`src/iosd_pkg.sv`:
```
// Purpose: constants and carriers for the I/O space register decoder
// Assumes: 8-bit registers, 64-location short I/O window, 9-bit data space
// Notes: masks give the bits that each location really implements
`default_nettype none

package iosd_pkg;

  localparam int         IOSD_IO_LOCS   = 64;
  localparam int         IOSD_NPORT     = 3;
  localparam int         IOSD_NFLAG     = 4;
  localparam logic [5:0] IOSD_BIT_LIMIT = 6'h20;
  localparam logic [8:0] IOSD_DATA_BASE = 9'h020;
  localparam logic [8:0] IOSD_EXT_BASE  = 9'h060;
  localparam logic [8:0] IOSD_EXT_TOP   = 9'h1FF;

  localparam logic [5:0] IOSD_O_PORT_B_INPUT_LEVELS      = 6'h03;
  localparam logic [5:0] IOSD_O_PORT_B_DIRECTION         = 6'h04;
  localparam logic [5:0] IOSD_O_PORT_B_OUTPUT            = 6'h05;
  localparam logic [5:0] IOSD_O_PORT_C_INPUT_LEVELS      = 6'h06;
  localparam logic [5:0] IOSD_O_PORT_C_DIRECTION         = 6'h07;
  localparam logic [5:0] IOSD_O_PORT_C_OUTPUT            = 6'h08;
  localparam logic [5:0] IOSD_O_PORT_D_INPUT_LEVELS      = 6'h09;
  localparam logic [5:0] IOSD_O_PORT_D_DIRECTION         = 6'h0A;
  localparam logic [5:0] IOSD_O_PORT_D_OUTPUT            = 6'h0B;
  localparam logic [5:0] IOSD_O_TIMER0_FLAGS             = 6'h15;
  localparam logic [5:0] IOSD_O_TIMER1_FLAGS             = 6'h16;
  localparam logic [5:0] IOSD_O_EXT_IRQ_FLAGS            = 6'h1C;
  localparam logic [5:0] IOSD_O_EXT_IRQ_MASK             = 6'h1D;
  localparam logic [5:0] IOSD_O_GENERAL_SCRATCH_0        = 6'h1E;
  localparam logic [5:0] IOSD_O_EEPROM_CONTROL           = 6'h1F;
  localparam logic [5:0] IOSD_O_EEPROM_DATA              = 6'h20;
  localparam logic [5:0] IOSD_O_EEPROM_ADDR_LOW          = 6'h21;
  localparam logic [5:0] IOSD_O_EEPROM_ADDR_HIGH         = 6'h22;
  localparam logic [5:0] IOSD_O_TIMER_PRESCALER_CONTROL  = 6'h23;
  localparam logic [5:0] IOSD_O_TIMER0_CONTROL_A         = 6'h24;
  localparam logic [5:0] IOSD_O_TIMER0_CONTROL_B         = 6'h25;
  localparam logic [5:0] IOSD_O_TIMER0_COUNT             = 6'h26;
  localparam logic [5:0] IOSD_O_TIMER0_COMPARE_A         = 6'h27;
  localparam logic [5:0] IOSD_O_TIMER0_COMPARE_B         = 6'h28;
  localparam logic [5:0] IOSD_O_PLL_CONTROL_STATUS       = 6'h29;
  localparam logic [5:0] IOSD_O_GENERAL_SCRATCH_1        = 6'h2A;
  localparam logic [5:0] IOSD_O_GENERAL_SCRATCH_2        = 6'h2B;
  localparam logic [5:0] IOSD_O_SERIAL_PERIPH_CONTROL    = 6'h2C;
  localparam logic [5:0] IOSD_O_SERIAL_PERIPH_STATUS     = 6'h2D;
  localparam logic [5:0] IOSD_O_SERIAL_PERIPH_DATA       = 6'h2E;
  localparam logic [5:0] IOSD_O_COMPARATOR_CTRL_STATUS   = 6'h30;
  localparam logic [5:0] IOSD_O_DEBUG_LINK_DATA          = 6'h31;
  localparam logic [5:0] IOSD_O_SLEEP_CONTROL            = 6'h33;
  localparam logic [5:0] IOSD_O_RESET_CAUSE_FLAGS        = 6'h34;
  localparam logic [5:0] IOSD_O_VECTOR_SELECT_CONTROL    = 6'h35;
  localparam logic [5:0] IOSD_O_SELF_PROGRAM_CONTROL     = 6'h37;

  localparam logic [7:0] IOSD_M_FULL        = 8'hFF;
  localparam logic [7:0] IOSD_M_PORT_C      = 8'hF7;
  localparam logic [7:0] IOSD_M_EEPROM_CTRL = 8'h3F;
  localparam logic [7:0] IOSD_M_PRESCALER   = 8'h83;
  localparam logic [7:0] IOSD_M_T0_CTRL_A   = 8'hF3;
  localparam logic [7:0] IOSD_M_PLL_RW      = 8'h1E;
  localparam logic [7:0] IOSD_M_SPI_STAT_RW = 8'h01;
  localparam logic [7:0] IOSD_M_CMP_RW      = 8'hCF;
  localparam logic [7:0] IOSD_M_CMP_W1C     = 8'h10;
  localparam logic [7:0] IOSD_M_SLEEP       = 8'h0F;
  localparam logic [7:0] IOSD_M_RST_CAUSE   = 8'h2F;
  localparam logic [7:0] IOSD_M_VEC_SEL     = 8'h03;
  localparam logic [7:0] IOSD_M_T0_FLAGS    = 8'h07;
  localparam logic [7:0] IOSD_M_T1_FLAGS    = 8'h2F;

  typedef enum logic [3:0] {
    IOSD_OP_NONE              = 4'h0,
    IOSD_IO_READ              = 4'h1,
    IOSD_IO_WRITE             = 4'h2,
    IOSD_IO_BIT_SET_OP        = 4'h3,
    IOSD_IO_BIT_CLEAR_OP      = 4'h4,
    IOSD_SKIP_IF_IO_BIT_SET   = 4'h5,
    IOSD_SKIP_IF_IO_BIT_CLEAR = 4'h6,
    IOSD_MEM_READ             = 4'h7,
    IOSD_MEM_WRITE            = 4'h8
  } iosd_op_t;

  typedef struct packed {
    iosd_op_t   op;
    logic [5:0] io_addr;
    logic [8:0] mem_addr;
    logic [2:0] bit_sel;
    logic [7:0] wdata;
  } iosd_req_t;

  typedef struct packed {
    logic       done;
    logic       refused;
    logic       skip;
    logic [7:0] rdata;
  } iosd_rsp_t;

  typedef struct packed {
    logic       impl;
    logic       pin;
    logic [1:0] pin_idx;
    logic [7:0] rw;
    logic [7:0] w1c;
  } iosd_attr_t;

  typedef logic [IOSD_NPORT-1:0][7:0] iosd_port_t;
  typedef logic [IOSD_NFLAG-1:0][7:0] iosd_evt_t;

endpackage

`default_nettype wire

```
`src/iosd_io_space_decoder.sv`:
```
// Purpose: register decode and access for the 64-location I/O space
// Assumes: one request per cycle from the core, pins asynchronous
// Notes: answer is registered and appears the cycle after the request
// What this block does
// - bit set and bit clear act only on I/O addresses 0x00 to 0x1F.
// - skip tests read one selected bit of a low register to decide.
// - bit set or clear rewrites the whole byte; flag bits read as one get cleared, except the bit a bit clear selects.
// - some flags clear on writing one; writing zero leaves them.
// - short I/O reads and writes decode exactly 64 locations.
// - each I/O register also sits in data space at its address plus 0x20.
// - extended registers above the window answer only to data-space access.
`timescale 1ns/1ps
`default_nettype none

module iosd_io_space_decoder
  import iosd_pkg::*;
#(
  parameter int EXT_DEPTH = 16
)
(
  input  wire logic       CLK_IN,
  input  wire logic       RESET_N_IN,
  input  wire iosd_req_t  REQ_IN,
  input  wire iosd_port_t PIN_LEVELS_IN,
  input  wire iosd_evt_t  FLAG_EVENTS_IN,
  output wire iosd_rsp_t  RESP_OUT,
  output wire iosd_port_t PORT_DRIVE_OUT,
  output wire iosd_port_t PORT_DIR_OUT
);

  localparam logic [IOSD_NFLAG-1:0][5:0] FLAG_LOCS = {
    IOSD_O_COMPARATOR_CTRL_STATUS,
    IOSD_O_EXT_IRQ_FLAGS,
    IOSD_O_TIMER1_FLAGS,
    IOSD_O_TIMER0_FLAGS
  };
  localparam logic [IOSD_NPORT-1:0][5:0] DRV_LOCS = {
    IOSD_O_PORT_D_OUTPUT,
    IOSD_O_PORT_C_OUTPUT,
    IOSD_O_PORT_B_OUTPUT
  };
  localparam logic [IOSD_NPORT-1:0][5:0] DIR_LOCS = {
    IOSD_O_PORT_D_DIRECTION,
    IOSD_O_PORT_C_DIRECTION,
    IOSD_O_PORT_B_DIRECTION
  };
  localparam logic [IOSD_NFLAG-1:0][7:0] FLAG_MASKS = {
    IOSD_M_CMP_W1C, IOSD_M_FULL, IOSD_M_T1_FLAGS, IOSD_M_T0_FLAGS
  };
  localparam logic [8:0] SCR0_DATA_ADDR =
    IOSD_DATA_BASE + {3'h0, IOSD_O_GENERAL_SCRATCH_0};

  typedef struct packed {
    logic [IOSD_IO_LOCS-1:0][7:0] io_mem;
    logic [EXT_DEPTH-1:0][7:0]    ext_mem;
    iosd_port_t                   pin_meta;
    iosd_port_t                   pin_sync;
    iosd_rsp_t                    rsp;
  } iosd_state_t;

  iosd_state_t state_r;
  iosd_state_t state_nxt;

  logic       wr_en;
  logic [5:0] wr_addr;
  logic [7:0] wr_val;
  logic [7:0] rmw;
  logic [7:0] bit_mask;
  logic [8:0] ext_off;
  logic [8:0] io_off;
  logic       io_hit;
  logic       ext_hit;
  logic       bit_low;
  iosd_attr_t wa;

  generate
    if (EXT_DEPTH < 1 || EXT_DEPTH > 416)
    begin : g_bad_depth
      $error("EXT_DEPTH must lie in 1..416");
    end
  endgenerate

  // which bits each location keeps; reserved locations get nothing
  function automatic iosd_attr_t attr_of(input logic [5:0] a);
    iosd_attr_t t;
    t = '0;
    case (a)
      IOSD_O_PORT_B_INPUT_LEVELS:
      begin
        t.pin     = 1'b1;
        t.pin_idx = 2'd0;
      end
      IOSD_O_PORT_C_INPUT_LEVELS:
      begin
        t.pin     = 1'b1;
        t.pin_idx = 2'd1;
      end
      IOSD_O_PORT_D_INPUT_LEVELS:
      begin
        t.pin     = 1'b1;
        t.pin_idx = 2'd2;
      end
      IOSD_O_PORT_B_DIRECTION, IOSD_O_PORT_B_OUTPUT,
      IOSD_O_PORT_D_DIRECTION, IOSD_O_PORT_D_OUTPUT,
      IOSD_O_EXT_IRQ_MASK, IOSD_O_GENERAL_SCRATCH_0,
      IOSD_O_EEPROM_DATA, IOSD_O_EEPROM_ADDR_LOW,
      IOSD_O_EEPROM_ADDR_HIGH, IOSD_O_TIMER0_CONTROL_B,
      IOSD_O_TIMER0_COUNT, IOSD_O_TIMER0_COMPARE_A,
      IOSD_O_TIMER0_COMPARE_B, IOSD_O_GENERAL_SCRATCH_1,
      IOSD_O_GENERAL_SCRATCH_2, IOSD_O_SERIAL_PERIPH_CONTROL,
      IOSD_O_SERIAL_PERIPH_DATA, IOSD_O_DEBUG_LINK_DATA,
      IOSD_O_SELF_PROGRAM_CONTROL:
        t.rw = IOSD_M_FULL;
      IOSD_O_PORT_C_DIRECTION, IOSD_O_PORT_C_OUTPUT:
        t.rw = IOSD_M_PORT_C;
      IOSD_O_EEPROM_CONTROL:
        t.rw = IOSD_M_EEPROM_CTRL;
      IOSD_O_TIMER_PRESCALER_CONTROL:
        t.rw = IOSD_M_PRESCALER;
      IOSD_O_TIMER0_CONTROL_A:
        t.rw = IOSD_M_T0_CTRL_A;
      IOSD_O_PLL_CONTROL_STATUS:
        t.rw = IOSD_M_PLL_RW;
      IOSD_O_SERIAL_PERIPH_STATUS:
        t.rw = IOSD_M_SPI_STAT_RW;
      IOSD_O_COMPARATOR_CTRL_STATUS:
      begin
        t.rw  = IOSD_M_CMP_RW;
        t.w1c = IOSD_M_CMP_W1C;
      end
      IOSD_O_SLEEP_CONTROL:
        t.rw = IOSD_M_SLEEP;
      IOSD_O_RESET_CAUSE_FLAGS:
        t.rw = IOSD_M_RST_CAUSE;
      IOSD_O_VECTOR_SELECT_CONTROL:
        t.rw = IOSD_M_VEC_SEL;
      IOSD_O_TIMER0_FLAGS:
        t.w1c = IOSD_M_T0_FLAGS;
      IOSD_O_TIMER1_FLAGS:
        t.w1c = IOSD_M_T1_FLAGS;
      IOSD_O_EXT_IRQ_FLAGS:
        t.w1c = IOSD_M_FULL;
      default:
        t = '0;
    endcase
    t.impl = t.pin | (|t.rw) | (|t.w1c);
    return t;
  endfunction

  // unimplemented bits read as zero, except at pin registers, which return all eight synced pin bits
  function automatic logic [7:0] rd_io(input logic [5:0] a);
    iosd_attr_t t;
    t = attr_of(a);
    if (t.pin)
    begin
      return state_r.pin_sync[t.pin_idx];
    end
    return state_r.io_mem[a] & (t.rw | t.w1c);
  endfunction

  always_comb
  begin
    state_nxt          = state_r;
    state_nxt.pin_meta = PIN_LEVELS_IN;
    state_nxt.pin_sync = state_r.pin_meta;
    state_nxt.rsp      = '0;
    state_nxt.rsp.done = (REQ_IN.op != IOSD_OP_NONE);
    wr_en    = 1'b0;
    wr_addr  = REQ_IN.io_addr;
    wr_val   = REQ_IN.wdata;
    bit_mask = 8'h01 << REQ_IN.bit_sel;
    bit_low  = (REQ_IN.io_addr < IOSD_BIT_LIMIT);
    rmw      = rd_io(REQ_IN.io_addr);
    io_off   = REQ_IN.mem_addr - IOSD_DATA_BASE;
    ext_off  = REQ_IN.mem_addr - IOSD_EXT_BASE;
    io_hit   = (REQ_IN.mem_addr >= IOSD_DATA_BASE) &&
               (REQ_IN.mem_addr < IOSD_EXT_BASE);
    ext_hit  = (REQ_IN.mem_addr >= IOSD_EXT_BASE) &&
               (REQ_IN.mem_addr <= IOSD_EXT_TOP) &&
               (ext_off < 9'(EXT_DEPTH));
    case (REQ_IN.op)
      IOSD_IO_READ:
        state_nxt.rsp.rdata = rmw;
      IOSD_IO_WRITE:
        wr_en = 1'b1;
      IOSD_IO_BIT_SET_OP:
      begin
        // whole byte rewritten: set flags read back as one get cleared
        wr_en                 = bit_low;
        wr_val                = rmw | bit_mask;
        state_nxt.rsp.refused = !bit_low;
      end
      IOSD_IO_BIT_CLEAR_OP:
      begin
        wr_en                 = bit_low;
        wr_val                = rmw & ~bit_mask;
        state_nxt.rsp.refused = !bit_low;
      end
      IOSD_SKIP_IF_IO_BIT_SET:
      begin
        state_nxt.rsp.skip    = bit_low && (|(rmw & bit_mask));
        state_nxt.rsp.refused = !bit_low;
      end
      IOSD_SKIP_IF_IO_BIT_CLEAR:
      begin
        state_nxt.rsp.skip    = bit_low && !(|(rmw & bit_mask));
        state_nxt.rsp.refused = !bit_low;
      end
      IOSD_MEM_READ:
      begin
        if (io_hit)
        begin
          state_nxt.rsp.rdata = rd_io(io_off[5:0]);
        end
        else if (ext_hit)
        begin
          state_nxt.rsp.rdata = state_r.ext_mem[ext_off];
        end
        else
        begin
          state_nxt.rsp.refused = 1'b1;
        end
      end
      IOSD_MEM_WRITE:
      begin
        if (io_hit)
        begin
          wr_en   = 1'b1;
          wr_addr = io_off[5:0];
        end
        else if (ext_hit)
        begin
          state_nxt.ext_mem[ext_off] = REQ_IN.wdata;
        end
        else
        begin
          state_nxt.rsp.refused = 1'b1;
        end
      end
      default:
        state_nxt.rsp.done = 1'b0;
    endcase
    wa = attr_of(wr_addr);
    if (wr_en)
    begin
      // reserved locations have empty masks, so nothing moves
      state_nxt.io_mem[wr_addr] =
        (state_r.io_mem[wr_addr] & ~wa.rw) | (wr_val & wa.rw);
      state_nxt.io_mem[wr_addr] =
        state_nxt.io_mem[wr_addr] & ~(wr_val & wa.w1c);
      state_nxt.rsp.refused = !wa.impl;
    end
    // hardware set is applied last so it beats a same-cycle clear
    for (int i = 0; i < IOSD_NFLAG; i++)
    begin
      state_nxt.io_mem[FLAG_LOCS[i]] =
        state_nxt.io_mem[FLAG_LOCS[i]] |
        (FLAG_EVENTS_IN[i] & FLAG_MASKS[i]);
    end
  end

  always_ff @(posedge CLK_IN)
  begin
    if (!RESET_N_IN)
    begin
      state_r <= '0;
    end
    else
    begin
      state_r <= state_nxt;
    end
  end

  assign RESP_OUT = state_r.rsp;

  generate
    for (genvar p = 0; p < IOSD_NPORT; p++)
    begin : g_port
      assign PORT_DRIVE_OUT[p] = state_r.io_mem[DRV_LOCS[p]];
      assign PORT_DIR_OUT[p]   = state_r.io_mem[DIR_LOCS[p]];
    end
  endgenerate
endmodule // iosd_io_space_decoder

`default_nettype wire

```
`config.mk`:
```
export PLATFORM = sky130hd
export DESIGN_NAME = iosd_io_space_decoder
export DESIGN_NICKNAME = d
export VERILOG_FILES = /design/src/iosd_pkg.sv /design/src/iosd_io_space_decoder.sv
export SDC_FILE = /design/constraint.sdc
export NUM_CORES = 2
export LEC_CHECK = 0
export BUFFER_PORTS_ARGS = -buffer_cell sky130_fd_sc_hd__buf_2
export CELL_PAD_IN_SITES_DETAIL_PLACEMENT = 1
export CELL_PAD_IN_SITES_GLOBAL_PLACEMENT = 2
export CORE_MARGIN = 5
export CORE_UTILIZATION = 36
export CTS_BUF_LIST = sky130_fd_sc_hd__clkbuf_16
export CTS_CLUSTER_DIAMETER = 30
export CTS_CLUSTER_SIZE = 25
export DETAILED_ROUTE_END_ITERATION = 12
export PLACE_DENSITY_LB_ADDON = 0.1
export SYNTH_ARGS = -nofsm -noshare
export SYNTH_HDL_FRONTEND = slang
export SYNTH_SLANG_ARGS = --single-unit
```
`constraint.sdc`:
```
create_clock -name CLK_IN -period 3.49 [get_ports CLK_IN]
set_input_delay 0 -clock CLK_IN [delete_from_list [all_inputs] [get_ports CLK_IN]]
set_output_delay 0 -clock CLK_IN [all_outputs]
set_load 0.02 [all_outputs]
```
# Word-level counts from Yosys, hierarchy flattened
# Index checks and enable logic that the tools add are counted.
dict set report op_classes {
  bitwise 22
  div 0
  reduce_logical 26
  n_shift 1
  n_addsub 2
  eq_ne 116
  n_mux 58
  multipliers 0
  n_lt_le_gt_ge 14
}
# cell n
set ops {}
lappend ops {{$bwmux W512} 2}
lappend ops {{$mux W392} 1}
lappend ops {{$eq A6 B6 Y1 const B} 63}
lappend ops {{$pmux W8 S11} 3}
lappend ops {{$bmux W8 S6} 4}
lappend ops {{$mux W8} 19}
lappend ops {{$bwmux W128} 1}
lappend ops {{$eq A6 B5 Y1 const B} 18}
lappend ops {{$pmux W8 S4} 3}
lappend ops {{$eq A6 B3 Y1 const B} 12}
lappend ops {{$eq A6 B4 Y1 const B} 12}
lappend ops {{$and A8 B8 Y8} 8}
lappend ops {{$reduce_or A19 Y1} 3}
lappend ops {{$demux W8 S6} 1}
lappend ops {{$or A8 B8 Y8} 5}
lappend ops {{$bmux W8 S2} 2}
lappend ops {{$bmux W8 S4} 1}
lappend ops {{$demux W8 S4} 1}
lappend ops {{$pmux W8 S2} 2}
lappend ops {{$reduce_or A8 Y1} 4}
lappend ops {{$pmux W3 S3} 3}
lappend ops {{$not A8 Y8} 3}
lappend ops {{$lt A6 B7 Y1 const B} 3}
lappend ops {{$eq A6 B2 Y1 const B} 3}
lappend ops {{other kinds (33)} 62}
dict set report totals {
  romBits 0
  word_cells 329
  out_inout_bits 59
  memories 0
  in_bits 88
  register_bits 699
  ram_bits 0
  latch_bits 0
}

# Depth between registers and ports, before layout
dict set report logic_depth {
  ltp_word 17
  mapped_depth 17
  ltp_nobuf 9
}

# Worst setup path after synthesis
# Ideal clock, no wire load.
dict set report synth_path {
  kind {input-to-reg}
  start {input REQ_IN[11] (netlist bit)}
  end {register state_r, in the netlist RESP_OUT[5]}
  t_required_ns 3.352
  setup_slack_ns 0.049
  setup_ns 0.138
  t_arrival_ns 3.303
  n_path_buf 5
  cell_stages 10
  path_cell_list {buf_2 -> buf_2 -> clkbuf_1 -> buf_2 -> buf_1 -> mux4_2 -> mux4_2 -> mux4_2 -> a221oi_1 -> o221ai_1}
}
dict set report synth_via {
  elab_chain_len 11
  elab_cells_between_ends 73
  cone_classes {2 x add/sub; 5 x order compare; 36 x eq/ne; 23 x mux; 2 x bitwise; 5 x reduce/logical}
}
# item line
set synth_rtl {}
lappend synth_rtl {{start, declared} iosd_io_space_decoder.sv:23} ;# input wire iosd_req_t REQ_IN,
lappend synth_rtl {{$sub A6 B6 Y6} iosd_io_space_decoder.sv:174} ;# io_off = REQ_IN.mem_addr - IOSD_DATA_BASE;
lappend synth_rtl {{$eq A6 B3 Y1 (tied with other cells)} iosd_io_space_decoder.sv:87} ;# case (a)
lappend synth_rtl {{$reduce_or A19 Y1 (tied with other cells)} iosd_io_space_decoder.sv:87}
lappend synth_rtl {{$pmux W8 S11 or $mux W3 (tied branches)} {iosd_io_space_decoder.sv:87, iosd_io_space_decoder.sv:211}}
lappend synth_rtl {{$mux W8 or $mux W3 (tied branches)} {iosd_io_space_decoder.sv:211, iosd_io_space_decoder.sv:181}}
lappend synth_rtl {{$mux W8 (tied with other cells)} iosd_io_space_decoder.sv:181} ;# case (REQ_IN.op)
lappend synth_rtl {{$or A8 B8 Y8 (tied with other cells)} iosd_io_space_decoder.sv:158} ;# return state_r.io_mem[a] & (t.rw | t.w1c);
lappend synth_rtl {{$and A8 B8 Y8 (tied with other cells)} iosd_io_space_decoder.sv:158}
lappend synth_rtl {{$mux W8} iosd_io_space_decoder.sv:158}
lappend synth_rtl {{$mux W8 (*)} iosd_io_space_decoder.sv:211} ;# if (io_hit)
lappend synth_rtl {{$pmux W8 S2 (*)} iosd_io_space_decoder.sv:181}
lappend synth_rtl {{end signal, assigned} iosd_io_space_decoder.sv:270} ;# state_r <= state_nxt;
lappend synth_rtl {{end, declared} iosd_io_space_decoder.sv:61} ;# iosd_state_t state_r;
# Mark *: on every way between the ends. The rest lies on a longest branch, timed or not. The select of a mux whose other input is x is not followed.
# A chain may end at the register's enable or synchronous reset.

# Worst setup path in the final report
dict set report layout_path {
  start {register state_r[239] (netlist bit)}
  end {register state_r[295] (netlist bit)}
}
dict set report layout_via {
  elab_chain_len 13
  elab_cells_between_ends 19
  cone_classes {10 x mux; 9 x bitwise}
}
# item line
set layout_rtl {}
lappend layout_rtl {{$bmux W8 S6} iosd_io_space_decoder.sv:158}
lappend layout_rtl {{$mux W8 (implied by the code)} iosd_io_space_decoder.sv:158}
lappend layout_rtl {{$and A8 B8 Y8} iosd_io_space_decoder.sv:158}
lappend layout_rtl {{$mux W8} iosd_io_space_decoder.sv:158}
lappend layout_rtl {{$and A8 B8 Y8 or $or A8 B8 Y8 (tied branches)} {iosd_io_space_decoder.sv:196, iosd_io_space_decoder.sv:190}}
lappend layout_rtl {{$pmux W8 S2} iosd_io_space_decoder.sv:181}
lappend layout_rtl {{$and A8 B8 Y8} iosd_io_space_decoder.sv:248} ;# (state_r.io_mem[wr_addr] & ~wa.rw) | (wr_val & wa.rw);
lappend layout_rtl {{$or A8 B8 Y8} iosd_io_space_decoder.sv:248}
lappend layout_rtl {{$bwmux W512} iosd_io_space_decoder.sv:247} ;# state_nxt.io_mem[wr_addr] =
lappend layout_rtl {{$bmux W8 S6} iosd_io_space_decoder.sv:250} ;# state_nxt.io_mem[wr_addr] & ~(wr_val & wa.w1c);
lappend layout_rtl {{$mux W8 (implied by the code)} iosd_io_space_decoder.sv:250}
lappend layout_rtl {{$and A8 B8 Y8} iosd_io_space_decoder.sv:250}
lappend layout_rtl {{$bwmux W512 (*)} iosd_io_space_decoder.sv:249} ;# state_nxt.io_mem[wr_addr] =
# Marks and branches as above.

==> impl_results.md <==
* Headroom to the max-slew limit at 16.51%
* Bufs on Longest Clock Path at 3
* PwrDens at 529.8 nW/um^2
* Transition at the pin with the smallest max-transition slack at 1252 ps
* Via total after detailed routing at 43320
* Width of the chip at 341.9 microns
* Skew-Pair Late Insertion Delay at 790 ps
* Static Leak at 21.55 nW
* Clock tree sinks at 699
* Syn avg cell area at 9.208 sq um
* Proportion of layout cells with a drive suffix above 1 at 31.49%
* Average routed wire per standard cell at 36.53 microns
* Top cell type's share of synthesized area at 35.28%
* Number of H-tree branching levels at 4
* Number of global-route vias before repair at 42610
* Crit path launch type: flop
* TritonCTS clock tree: built
* TritonCTS Buffers at 187
* Number of detailed-route iterations in the first pass at 8
* Rows at 121
* Net count, final at 5217
* Failing checks: negative hold slack, negative setup slack
* Final core occ at 50.61%
* Library cells used by synthesis at 99
* Hold Path Class: in2reg
* Proportion of register bits with asynchronous set or reset after synthesis at 0%
* Summed instance area of the synthesized netlist at 39670 sq um
* Number of enable flip-flop cells after synthesis at 0
* Cell count after placement at 6332
* Post-Place Cell Area at 47820 sq um
* Residual overflow from global routing at 0
* Global-route usage over all layers at 40.97%
* Starting Density at 36.34%
* Sequential fraction of the synthesis area at 35.28%
* Overall power of the completed layout at 29.27 mW
* First-pass GRT wire length at 340700 microns
* Synth area leaders: dfxtp_1, mux4_2, mux2i_1, nand2_1, and2_1
* Cell count after synthesis at 4308
* Final hold violation count at 1
* Max Freq at 281.4 MHz
* Total number of yosys warnings at 0
* Arrival @ worst endpoint at 4280 ps
* Non-filler instance count after layout at 6762
* Maximum capacitance violations at 0
* Die area at 116900 sq um
* DP Wirelength at 188000 microns
* Clock slew at the register clock pins of the worst setup and hold paths at 40 ps
* Skew final at 44.17 ps
* # port buffers at 131
* Endpoint type of the worst setup path: flop
* Die boundary height at 341.9 microns
* Area overhead of the layout relative to synthesis at 39.27%
* DRC violation count after routing at 0
* Core box area at 109200 sq um
* Maximum number of pins on one net before global-route repair at 100
* Run status: complete, but fails checks
* Setup ws final at -63.64 ps
* Final routed wirelength across all metal layers at 247000 microns
* Nets in the synthesized netlist at 4396
* Cell area after layout at 55240 sq um
* Required @ worst endpoint at 4210 ps
* Primary flip-flop cell chosen by synthesis mapping: dfxtp_1
* Number of antenna violations at the first check in global routing at 24
* Type of the worst setup path: reg2reg
* Root cell of the clock tree: clkbuf_16
* Pins Over Slew Limit at 0
* Maximum vdd ir drop at 0.0005096 V
* Number of nets with antenna violations after detailed routing at 0
* Critical path fanouts, max at 5
* Part of the cycle the worst path needs at 101.8%
* Most area-hungry cell type in the Yosys netlist: dfxtp_1
* Final-report setup violation count at 8
* Number of synthesized register bits at 699
* Detail-routed via count per cell at 6.406
* Num ports at 147
* Tmin final at 3554 ps
* Worst slack on hold paths at -10.30 ps
* 1st-iter DRT viols at 6088
* Gp weighted congestion at 1.066
==> sequential cells by signal (all words and copies together), names as in the netlist <==
register        flops
state_r           616
PORT_DIR_OUT       24
PORT_DRIVE_OUT     24
state_nxt          24
RESP_OUT           11
==> repair_timing <==
item	CTS	global route
hold buffers	83	0
resized for setup	5	14
buffers inserted	0	1
endpoints found under the setup margin	60	138
endpoints found under the hold margin	345	0
pin swaps	0	1
gates cloned	0	0
==> per-stage QoR <==
stage	TNS [ps]	worst slack, ps
after global routing	-10.88	-10.88
after global placement	-75470	-620.5
after CTS	0	12.33
after floorplan	0	49.04
final	-284.2	-63.64
after detailed placement	-75910	-607.4
==> where the power goes <==
group	total, mW	switching (mW)	internal, mW
clock network	17.7	5.53	12.1
logic	3.48	2.21	1.27
registers	8.11	0.0488	8.06
==> layout make-up <==
type	count	area, sq um
inverters	32	128.9
fillers	12140	53910
clock inverters	147	1777
diodes	11	27.53
flip-flops and latches	699	13990
multi-input cells	3141	23630
repair buffers	1068	9136
well taps	1476	1847
clock buffers	188	4705
==> worst max-delay path: stages (launching register included) <==
cell and delay (ps):
dfxtp_1 320, mux4_2 490, mux2i_2 350, o21ai_0 290, buf_4 220, a41oi_2 250, buf_4 200, a21oi_1 70
buf_4 180, mux2_2 350, a41oi_1 320, buf_4 280, a22o_1 160
==> kinds of logic after synthesis <==
logic type                Yosys count  share of synthesized area [%]
and+or+nand+nor                  1535                          18.71
AOI/OAI and AO/OA                1030                          16.94
DFF                               699                          35.28
muxes                             572                          23.12
buffers and inverters             468                          5.829
xor gates and xnor gates            4                         0.1262
==> routing by layer <==
metal	track usage (%)	vias to the layer above	wire, microns
met3	11.95	652	28140
met4	19.38	16	13830
met2	58.97	2926	102000
met1	56.36	22090	102800
met5	0.5833	-	194
li1	-	17630	-
==> Yosys cell counts, drive strengths merged, types with 7 or more instances <==
library cell and n:
nor4 20, clkbuf 204, a31oi 59, mux2 40, nor2b 26, and2 271
a311oi 17, dfxtp 699, a32oi 18, a21oi 219, o211ai 26, o21a 8
nand2 554, inv 29, a211o 12, a21boi 11, o22ai 43, nand4 31
a221o 10, or3 10, a221oi 17, buf 232, mux2i 261, o31ai 15
nor3 53, nor2 286, a211oi 96, a2111oi 8, a22oi 24, o32ai 10
nand3 144, nand2b 30, a22o 47, o31a 8, and3 51, nand3b 7
o221ai 20, mux4 271, o21ai 294, or2 16, or4 9
==> placed cells by master, fill, tap and decap left out, types with 33 or more instances in the layout <==
cell,synthesis,routed
buf_12,0,95
o22ai_1,43,43
a22o_1,47,47
nand2_1,553,552
a211oi_1,95,94
nor3_1,52,48
dlygate4sd3_1,0,83
buf_4,82,761
inv_1,28,51
a21oi_1,219,217
nand3_1,143,143
and3_1,51,51
buf_2,90,124
o21ai_0,272,272
dfxtp_1,699,699
clkbuf_16,0,188
mux2_2,38,38
a31oi_1,59,57
nor2_1,285,283
mux4_2,271,271
bufinv_16,0,33
and2_1,271,271
mux2i_1,260,247
==> final timing paths <==
check	cells after the start	from	endpoint	slack [ps]
hold reg to reg	1	state_nxt[29]	state_r[29]	430
setup / recovery	12	state_r[239]	state_r[295]	-60
setup reg to reg	12	state_r[239]	state_r[295]	-60
hold / removal	3	PIN_LEVELS_IN[2]	state_nxt[13]	-10
Power figures use the tool's default switching activity.
